`config.mk`:
```
export PLATFORM = sky130hd
export DESIGN_NAME = adcif_top
export DESIGN_NICKNAME = d
export VERILOG_FILES = /design/src/common/adcif_pkg.sv /design/src/core/adcif_sync.sv /design/src/core/adcif_top.sv
export SDC_FILE = /design/constraint.sdc
export NUM_CORES = 1
export LEC_CHECK = 0
export BUFFER_PORTS_ARGS = -buffer_cell sky130_fd_sc_hd__buf_4
export CAP_MARGIN = 0
export CORE_MARGIN = 1
export CORE_UTILIZATION = 53
export DETAILED_ROUTE_END_ITERATION = 10
export GPL_ROUTABILITY_DRIVEN = 0
export PLACE_DENSITY_LB_ADDON = 0.25
export SETUP_SLACK_MARGIN = 0.4
export SYNTH_ARGS = -nofsm -noshare
export SYNTH_HDL_FRONTEND = slang
export SYNTH_SLANG_ARGS = --single-unit
```
`constraint.sdc`:
```
create_clock -name sys_clk -period 2.5 [get_ports sys_clk]
set_input_delay 0.25 -clock sys_clk [delete_from_list [all_inputs] [get_ports sys_clk]]
set_output_delay 0.25 -clock sys_clk [all_outputs]
set_load 0.1 [all_outputs]
```
`src/common/adcif_pkg.sv`:
```
// Shared constants and types for the converter's serial register port.
// Assumes one system clock; the bus pins are sampled, never used as clocks.
package adcif_pkg;

   localparam int DATA_W = 16;
   localparam int PTR_W = 8;

   // Pointer select values
   localparam logic [1:0] PTR_CONV = 2'h0;
   localparam logic [1:0] PTR_CFG = 2'h1;

   // Reset values
   localparam logic [15:0] CFG_RESET = 16'h0000;
   localparam logic [7:0] PTR_RESET = 8'h00;

   // Bus address: base plus the select offset from the address pin
   localparam logic [6:0] ADDR_BASE = 7'h48;
   localparam logic [6:0] SEL_GND = 7'h00;
   localparam logic [6:0] SEL_VDD = 7'h01;
   localparam logic [6:0] SEL_SDA = 7'h02;
   localparam logic [6:0] SEL_SCL = 7'h03;

   // Byte positions inside a transaction
   localparam logic [2:0] IDX_ADDR = 3'h0;
   localparam logic [2:0] IDX_PTR = 3'h1;
   localparam logic [2:0] IDX_MSB = 3'h2;
   localparam logic [2:0] IDX_LSB = 3'h3;
   localparam logic [2:0] IDX_EXTRA = 3'h4;

   // Bit counting
   localparam logic [3:0] BITS_PER_BYTE = 4'h8;
   localparam logic [3:0] LAST_TX_BIT = 4'h7;

   // Hold time the master keeps on the data line when it selects the address
   localparam int CLK_PERIOD_NS = 8;
   localparam int SDA_HOLD_NS = 100;
   localparam int SDA_HOLD_CYC = (SDA_HOLD_NS + CLK_PERIOD_NS - 1) / CLK_PERIOD_NS;

   typedef struct packed {
      logic scl;
      logic sda;
      logic addr;
   } adcif_pins_s;

   typedef enum logic [2:0] {
      ST_IDLE,
      ST_RX,
      ST_RX_ACK,
      ST_TX,
      ST_TX_ACK
   } adcif_state_e;

endpackage

```
`src/core/adcif_sync.sv`:
```
// Two-flop synchroniser for a group of asynchronous pin levels.
// Assumes the reset input is already released synchronously to clk.
`timescale 1ns/1ps
module adcif_sync
   import adcif_pkg::*;
#(
   parameter int W = 3
)
(
   input wire logic clk,
   input wire logic rst_n,
   input wire logic [W-1:0] d,
   output logic [W-1:0] q
);

   genvar i;
   generate
      for (i = 0; i < W; i++)
      begin : g_bit
         logic meta;
         always_ff @(posedge clk or negedge rst_n)
         begin
            if (!rst_n)
            begin
               // Idle bus level, so no false clock edge follows reset
               meta <= 1'b1;
               q[i] <= 1'b1;
            end
            else
            begin
               meta <= d[i];
               q[i] <= meta;
            end
         end
      end
   endgenerate

endmodule

```
`src/core/adcif_top.sv`:
```
// Serial target port of the converter: pointer register, configuration
// register and read-back of the conversion result over a two-wire bus.
// Assumes bus pins are asynchronous to sys_clk and much slower than it;
// conv_result comes from logic on sys_clk.
//
// Overview of operation
// RQ1: Master frames every transaction with START and STOP.
// RQ2: Device never drives or stretches the clock line; data line only.
// RQ3: Address pin tied to ground, supply, clock or data picks one of four addresses.
// RQ4: Master prefers non-data selections; with data select holds data low 100 ns.
// RQ5: First byte is 7-bit address plus direction bit; low means write.
// RQ6: Byte after the address byte in a write becomes the pointer.
// RQ7: Third and fourth write bytes, MSB first, go to pointer-selected register.
// RQ8: Pointer zero selects conversion result, pointer one selects configuration.
// RQ9: Address plus pointer only updates pointer, modifies no register.
// RQ10: Read returns two bytes of pointed register, MSB then LSB.
// RQ11: Pointer is kept across transactions until a new one is written.
// RQ12: Acknowledge own address and every written byte; ignore other targets.
`timescale 1ns/1ps
module adcif_top
   import adcif_pkg::*;
(
   input wire logic sys_clk,
   input wire logic rst_n,
   input wire logic scl,
   input wire logic sda_in,
   output logic sda_out,
   output logic sda_oe,
   input wire logic addr_sel,
   input wire logic [15:0] conv_result,
   output logic [15:0] config_value,
   output logic config_wr
);

   // Reset release
   logic [1:0] rst_ff;
   logic [1:0] next_rst_ff;
   logic rst_int_n;

   always_comb
   begin
      next_rst_ff = {rst_ff[0], 1'b1};
   end

   always_ff @(posedge sys_clk or negedge rst_n)
   begin
      if (!rst_n)
         rst_ff <= 2'h0;
      else
         rst_ff <= next_rst_ff;
   end

   assign rst_int_n = rst_ff[1];

   // Pin sampling; all three pins share one delay so they compare cleanly
   adcif_pins_s pins_raw;
   adcif_pins_s pins_s;

   assign pins_raw.scl = scl;
   assign pins_raw.sda = sda_in;
   assign pins_raw.addr = addr_sel;

   adcif_sync #(.W(3)) u_sync (
      .clk(sys_clk),
      .rst_n(rst_int_n),
      .d(pins_raw),
      .q(pins_s)
   );

   // Only a data output exists for the data line; the clock is never driven [RQ2]
   assign sda_out = 1'b0;

   adcif_state_e state, next_state;
   logic scl_d, next_scl_d;
   logic sda_d, next_sda_d;
   logic [3:0] bit_cnt, next_bit_cnt;
   logic [2:0] byte_idx, next_byte_idx;
   logic [7:0] rx_shift, next_rx_shift;
   logic [15:0] tx_shift, next_tx_shift;
   logic [7:0] ptr, next_ptr;
   logic [7:0] data_hi, next_data_hi;
   logic [15:0] cfg, next_cfg;
   logic next_cfg_wr;
   logic next_sda_oe;
   logic rd_mode, next_rd_mode;
   logic master_ack, next_master_ack;
   logic seen_hi, next_seen_hi;
   logic seen_lo, next_seen_lo;
   logic ne_scl, next_ne_scl;
   logic ne_sda, next_ne_sda;

   logic scl_rise, scl_fall, start_ev, stop_ev;
   logic [6:0] dev_addr;
   logic [15:0] rd_word;

   assign scl_rise = pins_s.scl & ~scl_d;
   assign scl_fall = ~pins_s.scl & scl_d;
   assign start_ev = pins_s.scl & scl_d & sda_d & ~pins_s.sda; // [RQ1]
   assign stop_ev = pins_s.scl & scl_d & ~sda_d & pins_s.sda; // [RQ1]

   // Address pin classified by what it tracked since START [RQ3]
   always_comb
   begin
      if (!seen_hi)
         dev_addr = ADDR_BASE + SEL_GND;
      else if (!seen_lo)
         dev_addr = ADDR_BASE + SEL_VDD;
      else if (!ne_scl)
         dev_addr = ADDR_BASE + SEL_SCL;
      else if (!ne_sda)
         dev_addr = ADDR_BASE + SEL_SDA;
      else
         // Pin followed neither bus line; fall back rather than guess
         dev_addr = ADDR_BASE + SEL_GND;
   end

   // Register read mux [RQ8]
   always_comb
   begin
      if (ptr[1:0] == PTR_CONV)
         rd_word = conv_result;
      else if (ptr[1:0] == PTR_CFG)
         rd_word = cfg;
      else
         rd_word = 16'h0000;
   end

   always_comb
   begin
      next_state = state;
      next_scl_d = pins_s.scl;
      next_sda_d = pins_s.sda;
      next_bit_cnt = bit_cnt;
      next_byte_idx = byte_idx;
      next_rx_shift = rx_shift;
      next_tx_shift = tx_shift;
      next_ptr = ptr;
      next_data_hi = data_hi;
      next_cfg = cfg;
      next_cfg_wr = 1'b0;
      next_sda_oe = sda_oe;
      next_rd_mode = rd_mode;
      next_master_ack = master_ack;
      next_seen_hi = seen_hi | pins_s.addr;
      next_seen_lo = seen_lo | ~pins_s.addr;
      next_ne_scl = ne_scl | (pins_s.addr ^ pins_s.scl);
      next_ne_sda = ne_sda | (pins_s.addr ^ pins_s.sda);
      if (stop_ev)
      begin
         next_state = ST_IDLE;
         next_sda_oe = 1'b0;
      end
      else if (start_ev)
      begin
         // Repeated START also lands here
         next_state = ST_RX;
         next_bit_cnt = 4'h0;
         next_byte_idx = IDX_ADDR;
         next_sda_oe = 1'b0;
         next_rd_mode = 1'b0;
         next_seen_hi = 1'b0;
         next_seen_lo = 1'b0;
         next_ne_scl = 1'b0;
         next_ne_sda = 1'b0;
      end
      else
      begin
         case (state)
            ST_IDLE:
            begin
               next_sda_oe = 1'b0;
            end
            ST_RX:
            begin
               if (scl_rise)
               begin
                  next_rx_shift = {rx_shift[6:0], pins_s.sda};
                  next_bit_cnt = bit_cnt + 4'h1;
               end
               else if (scl_fall && bit_cnt == BITS_PER_BYTE)
               begin
                  next_bit_cnt = 4'h0;
                  next_state = ST_RX_ACK;
                  next_sda_oe = 1'b1; // [RQ12]
                  if (byte_idx != IDX_EXTRA)
                     next_byte_idx = byte_idx + 3'h1;
                  if (byte_idx == IDX_ADDR)
                  begin
                     if (rx_shift[7:1] != dev_addr) // [RQ5] [RQ12]
                     begin
                        next_state = ST_IDLE;
                        next_sda_oe = 1'b0;
                     end
                     else
                     begin
                        next_rd_mode = rx_shift[0]; // [RQ5]
                        // Snapshot keeps MSB and LSB from the same value
                        next_tx_shift = rd_word; // [RQ11]
                     end
                  end
                  else if (byte_idx == IDX_PTR)
                     next_ptr = rx_shift; // [RQ6] [RQ9]
                  else if (byte_idx == IDX_MSB)
                     next_data_hi = rx_shift; // [RQ7]
                  else if (byte_idx == IDX_LSB && ptr[1:0] == PTR_CFG)
                  begin
                     // Conversion result is read-only; its writes are dropped
                     next_cfg = {data_hi, rx_shift}; // [RQ7] [RQ8]
                     next_cfg_wr = 1'b1;
                  end
               end
            end
            ST_RX_ACK:
            begin
               if (scl_fall)
               begin
                  next_bit_cnt = 4'h0;
                  if (rd_mode)
                  begin
                     next_state = ST_TX;
                     next_sda_oe = ~tx_shift[15]; // [RQ10]
                  end
                  else
                  begin
                     next_state = ST_RX;
                     next_sda_oe = 1'b0;
                  end
               end
            end
            ST_TX:
            begin
               if (scl_fall)
               begin
                  next_bit_cnt = bit_cnt + 4'h1;
                  next_tx_shift = {tx_shift[14:0], tx_shift[15]}; // [RQ10]
                  if (bit_cnt == LAST_TX_BIT)
                  begin
                     next_state = ST_TX_ACK;
                     next_sda_oe = 1'b0;
                  end
                  else
                     next_sda_oe = ~tx_shift[14];
               end
            end
            ST_TX_ACK:
            begin
               if (scl_rise)
                  next_master_ack = ~pins_s.sda;
               else if (scl_fall)
               begin
                  next_bit_cnt = 4'h0;
                  if (master_ack)
                  begin
                     next_state = ST_TX;
                     next_sda_oe = ~tx_shift[15];
                  end
                  else
                     next_state = ST_IDLE;
               end
            end
            default:
            begin
               next_state = ST_IDLE;
               next_sda_oe = 1'b0;
            end
         endcase
      end
   end

   always_ff @(posedge sys_clk or negedge rst_int_n)
   begin
      if (!rst_int_n)
      begin
         state <= ST_IDLE;
         scl_d <= 1'b1;
         sda_d <= 1'b1;
         bit_cnt <= 4'h0;
         byte_idx <= IDX_ADDR;
         rx_shift <= 8'h00;
         tx_shift <= 16'h0000;
         ptr <= PTR_RESET;
         data_hi <= 8'h00;
         cfg <= CFG_RESET;
         config_wr <= 1'b0;
         sda_oe <= 1'b0;
         rd_mode <= 1'b0;
         master_ack <= 1'b0;
         seen_hi <= 1'b0;
         seen_lo <= 1'b0;
         ne_scl <= 1'b0;
         ne_sda <= 1'b0;
      end
      else
      begin
         state <= next_state;
         scl_d <= next_scl_d;
         sda_d <= next_sda_d;
         bit_cnt <= next_bit_cnt;
         byte_idx <= next_byte_idx;
         rx_shift <= next_rx_shift;
         tx_shift <= next_tx_shift;
         ptr <= next_ptr;
         data_hi <= next_data_hi;
         cfg <= next_cfg;
         config_wr <= next_cfg_wr;
         sda_oe <= next_sda_oe;
         rd_mode <= next_rd_mode;
         master_ack <= next_master_ack;
         seen_hi <= next_seen_hi;
         seen_lo <= next_seen_lo;
         ne_scl <= next_ne_scl;
         ne_sda <= next_ne_sda;
      end
   end

   assign config_value = cfg;

endmodule

```
==> key figures, run 1 <==
Outcome
  – Status: completed

Timing
  – Slew headroom: 0.368
  – Final Hold Fails: 0
  – Final setup violation count: 0
  – Total negative slack: 0 ns
  – RSZ-0062 raised after global routing: true
  – Final Max Slew Viols: 0
  – Fmax: around 470 MHz
  – Part of the cycle the worst path needs: 0.857
  – Worst Skew: ~0.0093 ns
  – Tightest Pin Transition: 0.948 ns
  – Crit path time final: 2.14 ns
  – Final Worst Setup Slack: 0.357 ns

Run
  – Max_cap viols: 0

Drt
  – DR DRC count: 0
  – Detail-routed via count per cell: 5.40
  – Detailed Route Iter0 Violations: 212
  – Routed len/inst: 15.9 microns
  – Vias: 2,683
  – Drt first pass iters: 4
  – Antenna Nets Post-Route: 0
  – Drt total wl: just under 8 mm

Die
  – Die ar.: ~0.0078 sq mm
  – Die Span Y: 88.3 microns
  – Core area: 0.00721 sq mm
  – Die Wd: 88.3 microns
  – Initial Utilization: 0.547
  – # IOs: 40
  – Row count: 31

Synthesis
  – Post-Syn Instances: about 340
  – EDFF count, synth: 0
  – Synth async-reset ratio: 1.00
  – Cell Area, Synth: ~0.0039 sq mm
  – Seq/Total Area, Yosys: 0.497
  – Net Count, Synth: 367
  – #FFs+latches synth: 78
  – Top FF cell, synth: dfrtp_1
  – Synthesized area per cell: 11.6 sq um
  – Synth cell types: 59
  – Yosys warns: 0

Finish
  – Layout Cell Area excl Fill: about 0.0047 sq mm
  – Multi-input gate area: about 0.0019 sq mm
  – Storage cell area: 0.00197 sq mm
  – Util after Layout: 0.656
  – Inserted Diodes: 0
  – Nets@finish: 421
  – Non-Filler Instances: 497
  – Fill cells: 553
  – Area growth, synth to finish: 20.0%
  – Share of cells above drive strength 1: 0.359

Power
  – Clock share of power: 0.348
  – Internal Power: 1.89 mW
  – Leakage: 2.15 nW
  – Worst IR drop on VDD: 0.500 mV
  – Sequential share of power: 0.550
  – Switching part of the total power: 0.299
  – Switching power total: 0.804 mW
  – Power Density: 568 mW/mm^2
  – Combinational share of power: 0.102

Global route
  – Initial antenna violation count: 0
  – Total congestion overflow: 0
  – Largest net degree at the start of global routing: 77
  – Vias in the first global route: roughly 2,500
  – Tot GR Track Use: 0.211
  – First-pass GRT wire length: 12.3 mm

Placed design
  – Placed insts: around 470
  – # port buffers: 38
  – Setup Slack @ Placement: ~0.25 ns
  – Placed inst area: ~0.0043 sq mm
  – Post-DP HPWL: 5.25 mm

CTS
  – CTS sink count: 78
  – Clock transition at path regs: 0.09 ns
  – CTS tree: yes
  – Clock Tree Root: clkbuf_8
  – Worst-Skew Late Latency: ~0.35 ns
  – CTS buffer count: 9
  – CTS max path bufs: 2
  – H-tree levels: 3

Setup path
  – CP Capture Type: flip-flop
  – Critical path required time: about 2.7 ns
  – Startpoint class of the critical path: flip-flop
  – Maximum fanout along the worst path: 9
  – Worst Path Class, Setup: flip-flop to flip-flop
  – Critical Path AT: 2.38 ns

Hold path
  – Hold/Removal Path Class: input pin to asynchronous set/reset pin
synthesized netlist by cell type (all sizes together), types with 2 or more instances:
master | count | area share
nor2 | 20 | 0.021
o211ai | 2 | 0.0038
dfrtp | 70 | 0.44
nor2b | 6 | 0.0095
a31oi | 2 | 0.0032
nor3b | 3 | 0.0086
nand3b | 3 | 0.0057
nor4b | 2 | 0.0044
mux2 | 50 | 0.15
a21o | 2 | 0.0038
ha | 7 | 0.022
clkbuf | 8 | 0.0076
o21ai | 10 | 0.016
nor3 | 3 | 0.0051
conb | 2 | 0.0019
or2 | 2 | 0.0032
xnor2 | 2 | 0.0044
buf | 10 | 0.022
xor2 | 2 | 0.0044
nand3 | 7 | 0.010
o31ai | 19 | 0.036
nand2 | 35 | 0.034
dfstp | 8 | 0.053
nand2b | 5 | 0.0098
nand4 | 2 | 0.0032
mux2i | 19 | 0.048
inv | 11 | 0.010
a21oi | 9 | 0.011
metrics by stage:
step / power, mW / hold slack, ns
3_3_place_gp: 1.74 / 0.0321
4_1_cts: 2.70 / 0.175
5_1_grt: 2.83 / 0.183
2_1_floorplan: 1.66 / -0.0456
6_report: 2.69 / 0.201
3_5_place_dp: 1.75 / 0.0333
placed cells by master, fill, tap and decap left out, types with 2 or more instances in the layout:
master / instances
dlygate4sd3_1: 4
nor2b_1: 6
nor3_1: 2
or2_2: 2
o211ai_1: 2
a21oi_1: 9
mux2i_1: 19
nand3b_1: 3
nand2b_1: 4
buf_4: 51
inv_6: 3
o31ai_1: 19
xnor2_1: 2
o21ai_0: 9
mux2_1: 3
xor2_1: 2
inv_8: 2
buf_6: 4
ha_1: 6
inv_1: 11
dfstp_2: 8
nand4_1: 2
clkbuf_8: 9
nand2_1: 34
a21o_1: 2
nor2_1: 19
dfrtp_1: 68
conb_1: 2
nand3_1: 6
mux2_4: 19
nor4b_1: 2
mux2_2: 28
nor3b_1: 2
power by group through the flow:
stage	Sequential [mW]	Combinational, mW	Clock (mW)
after global placement	1.49	0.243	0
final	1.48	0.274	0.936
after global routing	1.50	0.302	1.02
after CTS	1.48	0.262	0.963
after detailed placement	1.50	0.253	0
after floorplan	1.43	0.234	0
final cells by class:
class / count / area share
clock inverters: 7 / 0.0156
clock buffers: 9 / 0.0262
inverters: 11 / 0.00872
well taps: 99 / 0.0262
repair buffers: 61 / 0.108
flip-flops and latches: 78 / 0.415
multi-input cells: 232 / 0.400
worst max-delay path, cell delays in order, from the launching register on:
cell       delay [ns]
dfrtp_2          0.46
nand2b_1         0.17
a211o_1          0.29
a31oi_4          0.21
nand3_2          0.14
o21ai_4          0.25
clkbuf_16        0.21
mux2_4           0.29
routing by layer:
layer | vias up | track usage | part of all wire
li1 | 1318 | - | -
met1 | 1316 | 0.312 | 0.50
met2 | 43 | 0.310 | 0.46
met3 | 6 | 0.0504 | 0.029
met4 | 0 | 0.0616 | 0.0086
met5 | - | 0 | 0
cells by family after synthesis:
| group | after synthesis | share of synthesized area |
|---|---|---|
| adders and majority gates | 7 | 0.0222 |
| xor gates and xnor gates | 4 | 0.00888 |
| and+or+nand+nor | 95 | 0.132 |
| DFF | 78 | 0.497 |
| muxes | 69 | 0.200 |
| other | 2 | 0.00190 |
| AOI/OAI and AO/OA | 55 | 0.0973 |
| buffers and inverters | 29 | 0.0403 |
state kept, by name, indices dropped and copies added, names as in the netlist:
signal             count
bit_cnt                4
byte_idx               3
config_value          16
config_wr              1
data_hi                8
master_ack             1
ne_scl                 1
ne_sda                 1
ptr                    2
rd_mode                1
rst_ff                 2
rx_shift               8
scl_d                  1
sda_d                  1
sda_oe                 1
seen_hi                1
seen_lo                1
state                  3
tx_shift              16
u_sync.g_bit.meta      3
u_sync.q               3
path summary, 6_finish.rpt:
kind,to,slack [ns],start,depth (start not counted)
min,rst_ff[1],0.20,rst_n,2
max reg2reg,tx_shift[0],0.36,rx_shift[2],7
max in group asynchronous,rx_shift[2],1.34,rst_ff[1],0
max,tx_shift[0],0.36,rx_shift[2],7
min in group sys_clk,u_sync.q[2],0.36,u_sync.g_bit[2].meta,0
min reg2reg,u_sync.q[2],0.36,u_sync.g_bit[2].meta,0
what timing repair did:
action / CTS / global route
hold endpoints to repair: 5 / 0
hold buffers: 4 / 0
buffers inserted: 0 / 7
gates resized for setup: 9 / 16
cloned: 1 / 2
setup endpoints to repair: 32 / 35
pin swaps: 1 / 1
Power figures use the tool's default switching activity.
==> inputs of run 2 (changes only) <==
--- a/config.mk
+++ b/config.mk
@@ -11,6 +11,7 @@
 export CORE_UTILIZATION = 53
 export DETAILED_ROUTE_END_ITERATION = 10
 export GPL_ROUTABILITY_DRIVEN = 0
+export GPL_TIMING_DRIVEN = 0
 export PLACE_DENSITY_LB_ADDON = 0.25
 export SETUP_SLACK_MARGIN = 0.4
 export SYNTH_ARGS = -nofsm -noshare
==> run 2 against run 1 <==
  * Critical path depth up 1
  * Via count up 7.2%
  * Clock power up 1%
  * Non-clock buffer count up 26
  * Utilization up 2.6 points
  * Sequential share of layout area down 1.6 points
  * Register-to-register slack worse by 0.05 ns
  * Sequential power down 4%
  * Routed wire length up 11%
  * Combinational power up 53%
  * Total power up 3.6%
  * Largest cell class unchanged
  * Largest power group unchanged
==> key figures, run 2 (synthesized netlist as in run 1, its figures left out) <==
Die
  – Die ar.: a little under 0.008 sq mm
  – Row count: 31
  – Core area: 0.00721 sq mm
  – Die Span Y: just under 90 microns
  – # IOs: 40
  – Die Wd: 88.3 microns
  – Initial Utilization: 0.547

Drt
  – Drt first pass iters: 4
  – Antenna Nets Post-Route: 0
  – DR DRC count: 0
  – Detailed Route Iter0 Violations: 151
  – Detail-routed via count per cell: around 5.5
  – Drt total wl: 8.75 mm
  – Routed len/inst: around 17 microns
  – Vias: 2,877

Setup path
  – Startpoint class of the critical path: flip-flop
  – Maximum fanout along the worst path: 6
  – R2R depth: 8
  – Critical path required time: 2.73 ns
  – Worst Path Class, Setup: flip-flop to flip-flop
  – Critical Path AT: 2.42 ns
  – CP Capture Type: flip-flop
  – Worst R2R Setup Slack: between 0.3 and 0.4 ns

CTS
  – CTS buffer count: 9
  – H-tree levels: 3
  – CTS tree: yes
  – Clock transition at path regs: about 0.090 ns
  – CTS sink count: 78
  – CTS max path bufs: 2
  – Clock Tree Root: clkbuf_8
  – Worst-Skew Late Latency: 0.35 ns

Finish
  – Non-Filler Instances: 523
  – Commonest cells after routing, fill and taps aside: dfrtp_1 (69), buf_4 (62), nand2_1 (34)
  – Inserted Diodes: 0
  – Area growth, synth to finish: 24.8%
  – Layout Cell Area excl Fill: between 0.004 and 0.005 sq mm
  – Share of cells above drive strength 1: 0.382
  – Nets@finish: 447
  – Commonest non-fill, non-tap cell in the layout: dfrtp_1
  – Util after Layout: 0.683

Global route
  – Vias in the first global route: between 2,000 and 3,000
  – Tot GR Track Use: 0.231
  – First-pass GRT wire length: 13.4 mm
  – Total congestion overflow: 0
  – Initial antenna violation count: 0
  – Largest net degree at the start of global routing: 72

Timing
  – Worst Skew: 0.0144 ns
  – Final Hold Fails: 0
  – Final Max Slew Viols: 0
  – Tightest Pin Transition: slightly above 0.9 ns
  – Part of the cycle the worst path needs: 0.876
  – Final Worst Setup Slack: approximately 0.31 ns
  – RSZ-0062 raised after global routing: true
  – Crit path time final: 2.19 ns
  – Slew headroom: 0.395
  – Fmax: 457 MHz
  – Total negative slack: 0 ns
  – Final setup violation count: 0

Power
  – Power Density: 566 mW/mm^2
  – Leakage: 2.29 nW
  – Worst IR drop on VDD: 0.462 mV

Run
  – Max_cap viols: 0

Placed design
  – # port buffers: 38
  – Setup Slack @ Placement: 0.0404 ns
  – Placed insts: 477
  – Post-DP HPWL: 5.72 mm
  – Placed inst area: between 0.004 and 0.005 sq mm

Hold path
  – Hold/Removal Path Class: flip-flop to asynchronous set/reset pin

Outcome
  – Status: completed
[run 2: timing repair]
action                                 in CTS  in global routing
endpoints found under the hold margin       5                  0
setup endpoints to repair                  43                 46
hold buffers                                4                  0
gates cloned                                1                  1
gates resized for setup                    12                 12
pin swaps                                   2                  5
buffers inserted                           13                 11
[run 2: worst paths after layout]
check | start | to
setup / recovery | bit_cnt[0] | tx_shift[0]
hold / removal | rst_ff[1] | config_wr
setup reg to reg | bit_cnt[0] | tx_shift[0]
hold reg to reg | rst_ff[1] | config_wr
max in group asynchronous | rst_ff[1] | scl_d
min in group sys_clk | u_sync.g_bit[0].meta | u_sync.q[0]
[run 2: per-layer routing]
metal,share of wire,routed length [microns],GRT usage
met2,0.49,4310,0.360
met5,0,0,0
met4,0.011,96,0.0718
met3,0.038,332,0.0550
met1,0.46,4010,0.321
[run 2: final cells by class]
| type | count | area (sq um) |
|---|---|---|
| buffer | 18 | 124 |
| clock buffer | 10 | 128 |
| clock inverter | 6 | 68.8 |
| fill | 547 | 2290 |
| inverter | 11 | 41.3 |
| multi-input combinational | 232 | 1890 |
| sequential | 78 | 1970 |
| tap | 99 | 124 |
| timing repair buffer | 69 | 588 |
[run 2: critical path, stage by stage, from the launching register on]
cell and delay (ns):
dfrtp_1 0.41, inv_1 0.07, ha_1 0.14, nand3b_1 0.14
or4_4 0.52, o21ai_4 0.27, buf_6 0.14, buf_12 0.11
mux2_4 0.29
[run 2: through the flow]
| stage | hold WS (ns) | total power [mW] |
|---|---|---|
| 2_1_floorplan | -0.0456 | 1.66 |
| 3_3_place_gp | 0.0323 | 1.76 |
| 3_5_place_dp | 0.0344 | 1.78 |
| 4_1_cts | 0.138 | 2.79 |
| 5_1_grt | 0.147 | 2.91 |
| 6_report | 0.135 | 2.79 |
[run 2: report_power, final]
group / internal, mW / total [mW] / switching (mW)
registers: 1.34 / 1.42 / 0.0799
logic: 0.205 / 0.418 / 0.213
clock network: 0.469 / 0.946 / 0.478
